**config.mk**
```make
export PLATFORM = sky130hd
export DESIGN_NAME = uamb_uart_core
export DESIGN_NICKNAME = d
export VERILOG_FILES = /design/src/uamb_pkg.sv /design/src/uamb_baud_gen.sv /design/src/uamb_uart_core.sv
export SDC_FILE = /design/constraint.sdc
export NUM_CORES = 1
export LEC_CHECK = 0
export ABC_CLOCK_PERIOD_IN_PS = 4220
export BUFFER_PORTS_ARGS = -buffer_cell sky130_fd_sc_hd__buf_4
export CAP_MARGIN = 40
export CORE_MARGIN = 2
export CORE_UTILIZATION = 40
export DETAILED_ROUTE_END_ITERATION = 10
export SLEW_MARGIN = 20
export SYNTH_ARGS = -nofsm -noshare
export SYNTH_HDL_FRONTEND = slang
export SYNTH_SLANG_ARGS = --single-unit
```
**constraint.sdc**
```tcl
create_clock -name clk -period 4.22 [get_ports clk]
set_input_delay 0 -clock clk [delete_from_list [all_inputs] [get_ports clk]]
set_output_delay 0 -clock clk [all_outputs]
set_load 0.03 [all_outputs]
```
**src/uamb_pkg.sv**
```systemverilog
// Purpose: Shared constants and types for the serial port register slice.
// Assumes: APB word access; each register index maps to byte address index*4.
package uamb_pkg;

  localparam int unsigned APB_AW = 10;

  // Register indices; byte address is the index times four
  localparam logic [7:0] IDX_AUX = 8'h87;
  localparam logic [7:0] IDX_RELOAD = 8'h8d;
  localparam logic [7:0] IDX_PCON = 8'h97;
  localparam logic [7:0] IDX_SERIAL_CONTROL = 8'h98;
  localparam logic [7:0] IDX_SERIAL_BUFFER = 8'h99;
  localparam logic [7:0] IDX_SLAVE_ADDRESS = 8'ha9;
  localparam logic [7:0] IDX_SLAVE_ADDRESS_MASK = 8'hb9;

  // Power/baud control fields
  localparam int unsigned PCON_DBL = 7;
  localparam int unsigned PCON_FES = 6;
  localparam logic [7:0] PCON_RST = 8'h10;
  localparam logic [7:0] PCON_RW_MASK = 8'hdf;

  // Auxiliary clock select fields
  localparam int unsigned AUX_T1FAST = 6;
  localparam int unsigned AUX_M0FAST = 5;
  localparam logic [7:0] AUX_RST = 8'h00;
  localparam logic [7:0] AUX_RW_MASK = 8'he3;
  localparam logic [7:0] AUX_RSV_VAL = 8'h00;

  // Serial control fields
  localparam int unsigned SC_M0 = 7;
  localparam int unsigned SC_M1 = 6;
  localparam int unsigned SC_ARE = 5;
  localparam int unsigned SC_REN = 4;
  localparam int unsigned SC_TB8 = 3;
  localparam int unsigned SC_TI = 1;
  localparam int unsigned SC_RI = 0;

  localparam logic [7:0] ADDR_RST = 8'h00;
  localparam logic [7:0] RELOAD_RST = 8'h00;

  // Divider counts
  localparam logic [3:0] T1_PRE_LAST = 4'h0b;
  // Mode 0 ticks mark half bits, so a bit of 12 or 2 clocks needs 6 or 1
  localparam logic [3:0] M0_SLOW_LAST = 4'h5;
  localparam logic [3:0] M0_FAST_LAST = 4'h0;
  localparam logic [1:0] M2_SLOW_LAST = 2'h3;
  localparam logic [1:0] M2_FAST_LAST = 2'h1;
  localparam logic [3:0] OS_LAST = 4'h0f;
  localparam logic [3:0] OS_MID = 4'h07;

  typedef enum logic [3:0] {
    RX_IDLE = 4'b0001,
    RX_START = 4'b0010,
    RX_DATA = 4'b0100,
    RX_STOP = 4'b1000
  } uamb_rx_state_t;

  typedef struct packed {
    logic [1:0] mode;
    logic dbl;
    logic t1_fast;
    logic m0_fast;
    logic [7:0] reload;
  } uamb_baud_cfg_t;

  typedef struct packed {
    logic os_tick;
    logic m0_tick;
  } uamb_tick_t;

endpackage

```
**src/uamb_baud_gen.sv**
```systemverilog
// Purpose: Baud tick generator: 16x oversample tick and mode 0 shift tick.
// Assumes: Timer 1 runs as an 8-bit auto-reload timer.
// Notes: Ticks are one-cycle pulses, registered.
`timescale 1ns/1ps
module uamb_baud_gen
  import uamb_pkg::*;
(
  input wire logic clk,
  input wire logic rst_b,
  input wire uamb_baud_cfg_t cfg,
  output uamb_tick_t tick
);
  logic [3:0] pre;
  logic [7:0] t1;
  logic half;
  logic [1:0] m2;
  logic [3:0] m0;
  wire logic t1_en = cfg.t1_fast | (pre == T1_PRE_LAST);
  wire logic t1_ovf = t1_en & (t1 == 8'hff);
  wire logic [1:0] m2_last = cfg.dbl ? M2_FAST_LAST : M2_SLOW_LAST;
  wire logic [3:0] m0_last = cfg.m0_fast ? M0_FAST_LAST : M0_SLOW_LAST;
  wire logic os_t1 = t1_ovf & (cfg.dbl | half);
  wire logic os_m2 = (m2 == m2_last);
  wire logic os_sel = (cfg.mode == 2'd2) ? os_m2 : os_t1;

  always_ff @(posedge clk)
  begin
    if (!rst_b)
    begin
      pre <= 4'h0;
      t1 <= 8'h00;
      half <= 1'b0;
      m2 <= 2'h0;
      m0 <= 4'h0;
      tick <= '0;
    end
    else
    begin
      pre <= (pre == T1_PRE_LAST) ? 4'h0 : pre + 4'h1;
      if (t1_en)
        t1 <= t1_ovf ? cfg.reload : t1 + 8'h01;
      if (t1_ovf)
        half <= ~half;
      m2 <= os_m2 ? 2'h0 : m2 + 2'h1;
      m0 <= (m0 >= m0_last) ? 4'h0 : m0 + 4'h1;
      tick.os_tick <= (cfg.mode != 2'd0) & os_sel;
      tick.m0_tick <= (cfg.mode == 2'd0) & (m0 >= m0_last);
    end
  end
endmodule // uamb_baud_gen

```
**src/uamb_uart_core.sv**
```systemverilog
// Purpose: Serial port register slice with address recognition and baud control.
// Assumes: APB slave with no wait states; rx_pin is asynchronous.
// Notes: Mode 0 is transmit only here; reception runs in modes 1 to 3.
`timescale 1ns/1ps
module uamb_uart_core
  import uamb_pkg::*;
#(
  parameter int unsigned ADDR_W = APB_AW
)
(
  input wire logic clk,
  input wire logic rst_b,
  input wire logic psel,
  input wire logic penable,
  input wire logic pwrite,
  input wire logic [ADDR_W-1:0] paddr,
  input wire logic [31:0] pwdata,
  input wire logic [3:0] pstrb,
  output logic [31:0] prdata,
  output logic pready,
  output logic pslverr,
  input wire logic rx_pin,
  output logic tx_pin,
  output logic shift_clk
);

  // Register state
  logic [7:0] slave_address;
  logic [7:0] slave_address_mask;
  logic [7:0] serial_buffer;
  logic [7:0] pcon_store;
  logic [7:0] aux_store;
  logic [7:0] baud_reload;
  logic mode_bit_zero;
  logic mode_bit_one;
  logic address_recognition_enable;
  logic rx_enable;
  logic tx_ninth;
  logic rx_ninth;
  logic transmit_flag;
  logic receive_flag;
  logic frame_error_flag;

  // Decode
  wire logic [ADDR_W-1:0] a_aux = ADDR_W'({IDX_AUX, 2'b00});
  wire logic [ADDR_W-1:0] a_reload = ADDR_W'({IDX_RELOAD, 2'b00});
  wire logic [ADDR_W-1:0] a_pcon = ADDR_W'({IDX_PCON, 2'b00});
  wire logic [ADDR_W-1:0] a_serial_control = ADDR_W'({IDX_SERIAL_CONTROL, 2'b00});
  wire logic [ADDR_W-1:0] a_serial_buffer = ADDR_W'({IDX_SERIAL_BUFFER, 2'b00});
  wire logic [ADDR_W-1:0] a_slave_address = ADDR_W'({IDX_SLAVE_ADDRESS, 2'b00});
  wire logic [ADDR_W-1:0] a_slave_address_mask = ADDR_W'({IDX_SLAVE_ADDRESS_MASK, 2'b00});
  wire logic sel_aux = (paddr == a_aux);
  wire logic sel_reload = (paddr == a_reload);
  wire logic sel_pcon = (paddr == a_pcon);
  wire logic sel_serial_control = (paddr == a_serial_control);
  wire logic sel_serial_buffer = (paddr == a_serial_buffer);
  wire logic sel_slave_address = (paddr == a_slave_address);
  wire logic sel_slave_address_mask = (paddr == a_slave_address_mask);
  wire logic hit = sel_aux | sel_reload | sel_pcon | sel_serial_control | sel_serial_buffer
    | sel_slave_address | sel_slave_address_mask;
  wire logic setup = psel & ~penable;
  // Writes land only in the access cycle that completes
  wire logic wr = psel & penable & pready & pwrite & pstrb[0] & ~pslverr;
  wire logic [7:0] wd = pwdata[7:0];

  wire logic dbl = pcon_store[PCON_DBL];
  wire logic fes = pcon_store[PCON_FES];
  wire logic [1:0] mode = {mode_bit_zero, mode_bit_one};
  wire logic nine_bit = mode_bit_zero;
  wire logic [7:0] pcon_rd = pcon_store & PCON_RW_MASK;
  // Reserved bits read a fixed value, never the stored one
  wire logic [7:0] aux_rd = (aux_store & AUX_RW_MASK) | (AUX_RSV_VAL & ~AUX_RW_MASK);
  wire logic serial_control_top = fes ? frame_error_flag : mode_bit_zero;
  wire logic [7:0] serial_control_rd = {serial_control_top, mode_bit_one, address_recognition_enable,
    rx_enable, tx_ninth, rx_ninth, transmit_flag, receive_flag};
  wire logic [7:0] rd_mux = sel_aux ? aux_rd
    : sel_reload ? baud_reload
    : sel_pcon ? pcon_rd
    : sel_serial_control ? serial_control_rd
    : sel_serial_buffer ? serial_buffer
    : sel_slave_address ? slave_address
    : sel_slave_address_mask ? slave_address_mask
    : 8'h00;

  // APB answer: registered, ready in the first access cycle after setup, no wait state
  always_ff @(posedge clk)
  begin
    if (!rst_b)
    begin
      pready <= 1'b0;
      pslverr <= 1'b0;
      prdata <= 32'h0000_0000;
    end
    else
    begin
      pready <= setup;
      pslverr <= setup & ~hit;
      if (setup)
        prdata <= {24'h00_0000, rd_mux};
    end
  end

  // Baud generation
  uamb_baud_cfg_t cfg;
  uamb_tick_t tick;
  assign cfg.mode = mode;
  assign cfg.dbl = dbl;
  assign cfg.t1_fast = aux_store[AUX_T1FAST];
  assign cfg.m0_fast = aux_store[AUX_M0FAST];
  assign cfg.reload = baud_reload;

  uamb_baud_gen u_baud (
    .clk(clk),
    .rst_b(rst_b),
    .cfg(cfg),
    .tick(tick)
  );

  // Receive pin synchroniser
  logic rx_meta;
  logic rx_s;
  always_ff @(posedge clk)
  begin
    if (!rst_b)
    begin
      rx_meta <= 1'b1;
      rx_s <= 1'b1;
    end
    else
    begin
      rx_meta <= rx_pin;
      rx_s <= rx_meta;
    end
  end

  // Receive state machine
  uamb_rx_state_t rx_state;
  uamb_rx_state_t next_rx_state;
  logic [3:0] rx_os;
  logic [3:0] rx_bits;
  logic [8:0] rx_sh;
  wire logic [3:0] rx_nbits = nine_bit ? 4'd9 : 4'd8;
  wire logic rx_sample_end = tick.os_tick & (rx_os == OS_LAST);
  wire logic rx_mid = tick.os_tick & (rx_os == OS_MID);

  always_comb
  begin
    next_rx_state = rx_state;
    unique case (rx_state)
      RX_IDLE:
        if (rx_enable & (mode != 2'd0) & ~rx_s & tick.os_tick)
          next_rx_state = RX_START;
      RX_START:
        if (rx_mid)
          next_rx_state = rx_s ? RX_IDLE : RX_DATA;
      RX_DATA:
        if (rx_sample_end & (rx_bits == rx_nbits - 4'd1))
          next_rx_state = RX_STOP;
      RX_STOP:
        if (rx_sample_end)
          next_rx_state = RX_IDLE;
      default:
        next_rx_state = RX_IDLE;
    endcase
  end

  always_ff @(posedge clk)
  begin
    if (!rst_b)
    begin
      rx_state <= RX_IDLE;
      rx_os <= 4'h0;
      rx_bits <= 4'h0;
      rx_sh <= 9'h000;
    end
    else
    begin
      rx_state <= next_rx_state;
      if (rx_state == RX_IDLE | (rx_state == RX_START & rx_mid))
        rx_os <= 4'h0;
      else if (tick.os_tick)
        rx_os <= rx_os + 4'h1;
      if (rx_state == RX_IDLE)
        rx_bits <= 4'h0;
      else if (rx_state == RX_DATA & rx_sample_end)
      begin
        rx_bits <= rx_bits + 4'h1;
        rx_sh <= {rx_s, rx_sh[8:1]};
      end
    end
  end

  // End of reception, sampled halfway through the stop bit
  wire logic rx_done = (rx_state == RX_STOP) & rx_sample_end;
  wire logic stop_ok = rx_s;
  wire logic [7:0] rx_byte = nine_bit ? rx_sh[7:0] : rx_sh[8:1];
  wire logic rx_bit9 = rx_sh[8];
  // Don't-care where the mask bit is zero
  wire logic given_hit = ((rx_byte ^ slave_address) & slave_address_mask) == 8'h00;
  wire logic [7:0] bcast = slave_address | slave_address_mask;
  wire logic bcast_hit = ((rx_byte ^ bcast) & bcast) == 8'h00;
  // All-zero masks after reset make both tests pass for any byte
  wire logic addr_hit = given_hit | bcast_hit;
  wire logic gate_nine = rx_bit9 & addr_hit;
  wire logic gate_one = stop_ok & addr_hit;
  wire logic gate = ~address_recognition_enable
    | (nine_bit ? gate_nine : gate_one);
  wire logic rx_accept = rx_done & ~receive_flag & gate;
  wire logic fe_set = rx_done & ~stop_ok;

  // Transmit shifter
  logic [10:0] tx_sh;
  logic [3:0] tx_left;
  logic [3:0] tx_os;
  wire logic tx_busy = (tx_left != 4'h0);
  wire logic m0 = (mode == 2'd0);
  wire logic tx_tick = m0 ? tick.m0_tick : tick.os_tick;
  wire logic [3:0] tx_os_last = m0 ? 4'h1 : OS_LAST;
  wire logic tx_bit_end = tx_busy & tx_tick & (tx_os == tx_os_last);
  wire logic [3:0] next_tx_os = ~tx_busy ? 4'h0
    : tx_bit_end ? 4'h0
    : tx_tick ? tx_os + 4'h1
    : tx_os;
  logic [7:0] serial_buffer_next;
  wire logic tx_start = wr & sel_serial_buffer & ~tx_busy;
  wire logic [10:0] tx_frame = m0 ? {3'b111, serial_buffer_next}
    : {1'b1, (nine_bit ? tx_ninth : 1'b1), serial_buffer_next, 1'b0};
  wire logic [3:0] tx_len = m0 ? 4'd8 : (nine_bit ? 4'd11 : 4'd10);
  // Flag at end of 8th shift in mode 0, start of stop bit otherwise
  wire logic ti_set = tx_bit_end & (tx_left == (m0 ? 4'd1 : 4'd2));

  // Single holding byte: a write stages transmit, a reception overwrites unless a write lands in the same cycle
  always_comb
  begin
    serial_buffer_next = serial_buffer;
    if (rx_accept)
      serial_buffer_next = rx_byte;
    if (wr & sel_serial_buffer)
      serial_buffer_next = wd;
  end

  always_ff @(posedge clk)
  begin
    if (!rst_b)
    begin
      tx_sh <= 11'h7ff;
      tx_left <= 4'h0;
      tx_os <= 4'h0;
      tx_pin <= 1'b1;
      shift_clk <= 1'b1;
    end
    else
    begin
      tx_os <= next_tx_os;
      if (tx_start)
      begin
        tx_sh <= tx_frame;
        tx_left <= tx_len;
        tx_pin <= tx_frame[0];
      end
      else if (tx_bit_end)
      begin
        tx_sh <= {1'b1, tx_sh[10:1]};
        tx_left <= tx_left - 4'h1;
        tx_pin <= (tx_left > 4'h1) ? tx_sh[1] : 1'b1;
      end
      // Mode 0 clock idles high, low in first half of each bit
      shift_clk <= ~(m0 & (tx_busy | tx_start)) | next_tx_os[0];
    end
  end

  // Software registers
  always_ff @(posedge clk)
  begin
    if (!rst_b)
    begin
      slave_address <= ADDR_RST;
      slave_address_mask <= ADDR_RST;
      serial_buffer <= 8'h00;
      pcon_store <= PCON_RST;
      aux_store <= AUX_RST;
      baud_reload <= RELOAD_RST;
    end
    else
    begin
      serial_buffer <= serial_buffer_next;
      if (wr & sel_slave_address)
        slave_address <= wd;
      if (wr & sel_slave_address_mask)
        slave_address_mask <= wd;
      if (wr & sel_pcon)
        pcon_store <= wd & PCON_RW_MASK;
      if (wr & sel_aux)
        aux_store <= wd & AUX_RW_MASK;
      if (wr & sel_reload)
        baud_reload <= wd;
    end
  end

  // Serial control; hardware sets win over a clearing write
  wire logic sc_wr = wr & sel_serial_control;
  always_ff @(posedge clk)
  begin
    if (!rst_b)
    begin
      mode_bit_zero <= 1'b0;
      mode_bit_one <= 1'b0;
      address_recognition_enable <= 1'b0;
      rx_enable <= 1'b0;
      tx_ninth <= 1'b0;
      rx_ninth <= 1'b0;
      transmit_flag <= 1'b0;
      receive_flag <= 1'b0;
      frame_error_flag <= 1'b0;
    end
    else
    begin
      if (sc_wr)
      begin
        if (!fes)
          mode_bit_zero <= wd[SC_M0];
        mode_bit_one <= wd[SC_M1];
        address_recognition_enable <= wd[SC_ARE];
        rx_enable <= wd[SC_REN];
        tx_ninth <= wd[SC_TB8];
      end
      if (rx_accept)
        rx_ninth <= nine_bit ? rx_bit9 : stop_ok;
      else if (sc_wr)
        rx_ninth <= wd[2];
      if (ti_set)
        transmit_flag <= 1'b1;
      else if (sc_wr)
        transmit_flag <= wd[SC_TI];
      if (rx_accept)
        receive_flag <= 1'b1;
      else if (sc_wr)
        receive_flag <= wd[SC_RI];
      if (fe_set)
        frame_error_flag <= 1'b1;
      else if (sc_wr & fes)
        frame_error_flag <= wd[SC_M0];
    end
  end

endmodule // uamb_uart_core

```
==> impl_metrics.yaml <==
placed_design:
  port_buffers: 36
  gp_routability_congestion: 0.857
  dp_hpwl_mm: 11.5
  place.detailed.instances: 988
clock_network:
  cts_root_buf: "clkbuf_16"
  clock_latency_ns: 0.42
  max-clock-path-buffers: 2
  post_cts_resized: 0
  cts_num_sinks: 126
  cts_setup_buffers: 0
  clk_transition_reported_paths_ns: 0.05
  tritoncts: "done"
  cts_hold_buf: 11
  cts.htree.levels: 4
  cts_made_buffers: 17
timing:
  layout_worst_path_cycle_share_pct: 71.8
  report.final.slew_viol_count: 0
  totalNegativeSetupSlack_ns: 0
  time_the_final_worst_path_needs_with_i_o_delays_and_setup_ns: 3.03
  tightestPinTransition_ns: 0.815
  upper_clock_frequency_limit_mhz: 330
  timing.final.setup_violations: 0
  fin_skew_ns: 0.00750
  hold_violations_final: 0
  timing.slew.headroom_pct: 45.4
  rsz0062_at_grt: "false"
critical_path:
  worst_ep_arrival_time_ns: 3.33
  cp-end-kind: "register"
  start_kind: "register"
  worstPathMaxFanout: 15
  path_class: "register to register"
  crit_required_ns: 4.51
grt:
  first_pass_grt_wire_length_mm: 26.8
  grt_max_degree: 48
  antenna_found_initial: 0
  globalRoute.totalOverflow: 0
  grtUsageTotal_pct: 20.4
  vias_in_the_first_global_route: 5010
yosys:
  synth_mux_area_share_pct: 9.14
  synth_async_sr_flop_share_pct: 0
  xor_xnor_cell_area_share_of_the_yosys_netlist_pct: 2.59
  avgSynthCellArea_sq_um: 8.26
  adder_and_majority_gate_portion_of_the_synthesized_area_pct: 1.95
  yosysWarnings: 0
  synth_edf_count: 0
  netlist.top_cell.by_area: "dfxtp_1"
  synthCells: 777
  synth_ff_type: "dfxtp_1"
  synth_compound_area_share_pct: 16.3
  synth_sequential_area_ratio_pct: 39.3
  synth_top_area_share_pct: 39.3
  synth_cell_type_count: 63
  syn-cell-area_sq_mm: 0.00642
  flops_latches_synth: 126
  synth_simple_gate_area_share_pct: 23.8
  largest_family_of_logic_cells_by_synthesized_area: "simple AND/OR/NAND/NOR gates"
  synth_area_leaders: "dfxtp_1, mux2i_1, nand2_1"
finish:
  area_growth_pct: 15.9
  layout.cells.most_common_list: "dfxtp_1, nand2_1, nor2_1"
  most_common_cell_after_layout_fill_and_taps_aside: "dfxtp_1"
  fraction_of_final_layout_cells_with_drive_strength_greater_than_1_pct: 12.9
  final.fill_count: 1591
  antennaDiodeCount: 0
  nets: 866
  layout.cells.non_filler: 1031
floorplanning:
  dieWidth_microns: 131
  core_sq_mm: 0.0158
  initial_utilization_pct: 40.7
  die_area_sq_mm: 0.0171
  floorplan.rows: 46
  num_io_pins: 88
  die_height_microns: 131
detailed_routing:
  post-route-drc-count: 0
  postRouteWirelength_mm: 16.8
  ant_nets: 0
  drt-pass1-iter-count: 5
  route.vias.total: 5519
  wire_per_inst_microns: 16.3
  initialDrtViolationCount: 383
  avgViaCountPerCell: 5.35
pwr:
  power.ir.vdd_worst_v: 0.000300
  cellPowerDensity_mw_per_mm2: 389
  power.leakage_nw: 2.76
run:
  number_of_max_capacitance_violations_reported: 0
run_status:
  status: "complete, no violations"
hold_path:
  hold_path.class: "input pin to register"
[power breakdown]
| group | internal [mW] | total, mW | switching, mW |
|---|---|---|---|
| logic | 0.0773 | 0.215 | 0.138 |
| clock network | 0.937 | 1.45 | 0.510 |
| registers | 1.21 | 1.23 | 0.0209 |
[metrics by stage]
step / hold WS, ns / util [%] / setup WS [ns] / power, mW / area, sq um
after floorplan: 0.101 / - / 1.92 / 1.41 / 6510
after global placement: 0.188 / 42.5 / 1.04 / 1.46 / 6700
after detailed placement: 0.192 / 42.6 / 0.980 / 1.46 / 6710
after CTS: 0.0609 / 47.0 / 0.973 / 2.92 / 7400
after global routing: 0.105 / 47.2 / 0.942 / 3.00 / 7440
final: 0.0696 / 47.2 / 1.19 / 2.89 / 7440
[path summary, 6_finish.rpt]
| check | slack, ns | endpoint | depth (start not counted) | startpoint |
|---|---|---|---|---|
| setup / recovery | 1.19 | tx_sh[1]$_SDFFE_PN1P_ | 8 | mode_bit_zero$_SDFFE_PN0P_ |
| setup reg to reg | 1.19 | tx_sh[1]$_SDFFE_PN1P_ | 8 | mode_bit_zero$_SDFFE_PN0P_ |
| hold reg to reg | 0.43 | rx_s$_SDFF_PN1_ | 1 | rx_meta$_SDFF_PN1_ |
| hold / removal | 0.07 | prdata[2]$_SDFFE_PN0P_ | 4 | penable |
[cell usage after synthesis, types with 9 or more instances]
| master | number |
|---|---|
| a21oi_1 | 57 |
| nand2b_1 | 13 |
| o22ai_1 | 12 |
| o21ai_1 | 14 |
| inv_1 | 15 |
| buf_2 | 9 |
| nor3_1 | 18 |
| o21a_1 | 9 |
| ha_1 | 10 |
| clkbuf_1 | 35 |
| o21ai_0 | 27 |
| buf_4 | 24 |
| dfxtp_1 | 126 |
| xnor2_1 | 13 |
| nand3_1 | 52 |
| or2_2 | 11 |
| nor2_1 | 77 |
| mux2i_1 | 49 |
| nand2_1 | 84 |
[state kept, by name (all words and copies together) (netlist names), 4 cells and up]
name,count
rx_sh,9
tx_sh,9
baud_reload,8
prdata,8
serial_buffer,8
slave_address,8
slave_address_mask,8
u_baud.t1,8
pcon_store,7
aux_store,5
rx_bits,4
rx_os,4
rx_state,4
tx_left,4
tx_os,4
u_baud.m0,4
u_baud.pre,4
[routing by layer]
metal / vias to the layer above / routed length, microns / global-route usage (%)
li1: 2755 / - / -
met1: 2589 / 8190 / 28.6
met2: 152 / 7430 / 30.9
met3: 23 / 910 / 4.68
met4: 0 / 299 / 7.13
met5: - / 0 / 0
[critical path, stage by stage (launching register included)]
cell,delay [ns]
dfxtp_1,0.35
buf_8,0.18
or2_1,0.40
or4_1,0.48
a211oi_2,0.38
and2_1,0.54
mux2_2,0.39
o21ai_1,0.12
nand2_1,0.06
[final cells by class]
cell class                      instances  area [sq um]  share of cell area [%]
Clock inverter                          6          82.6                    1.11
Tap cell                              216           270                    3.63
Clock buffer                           24           502                    6.74
Inverter                               15          56.3                   0.757
Timing Repair Buffer                   56           468                    6.29
Multi-Input combinational cell        588          3540                    47.6
Sequential cell                       126          2520                    33.9
[cells by family after synthesis]
family          count (synthesis)
flops                         126
buf+inv                        86
xor+xnor                       19
fa+ha+maj                      10
compound gates                169
other cells                     1
mux                            56
simple gates                  310
No activity file was read; power rests on OpenSTA's default activity.
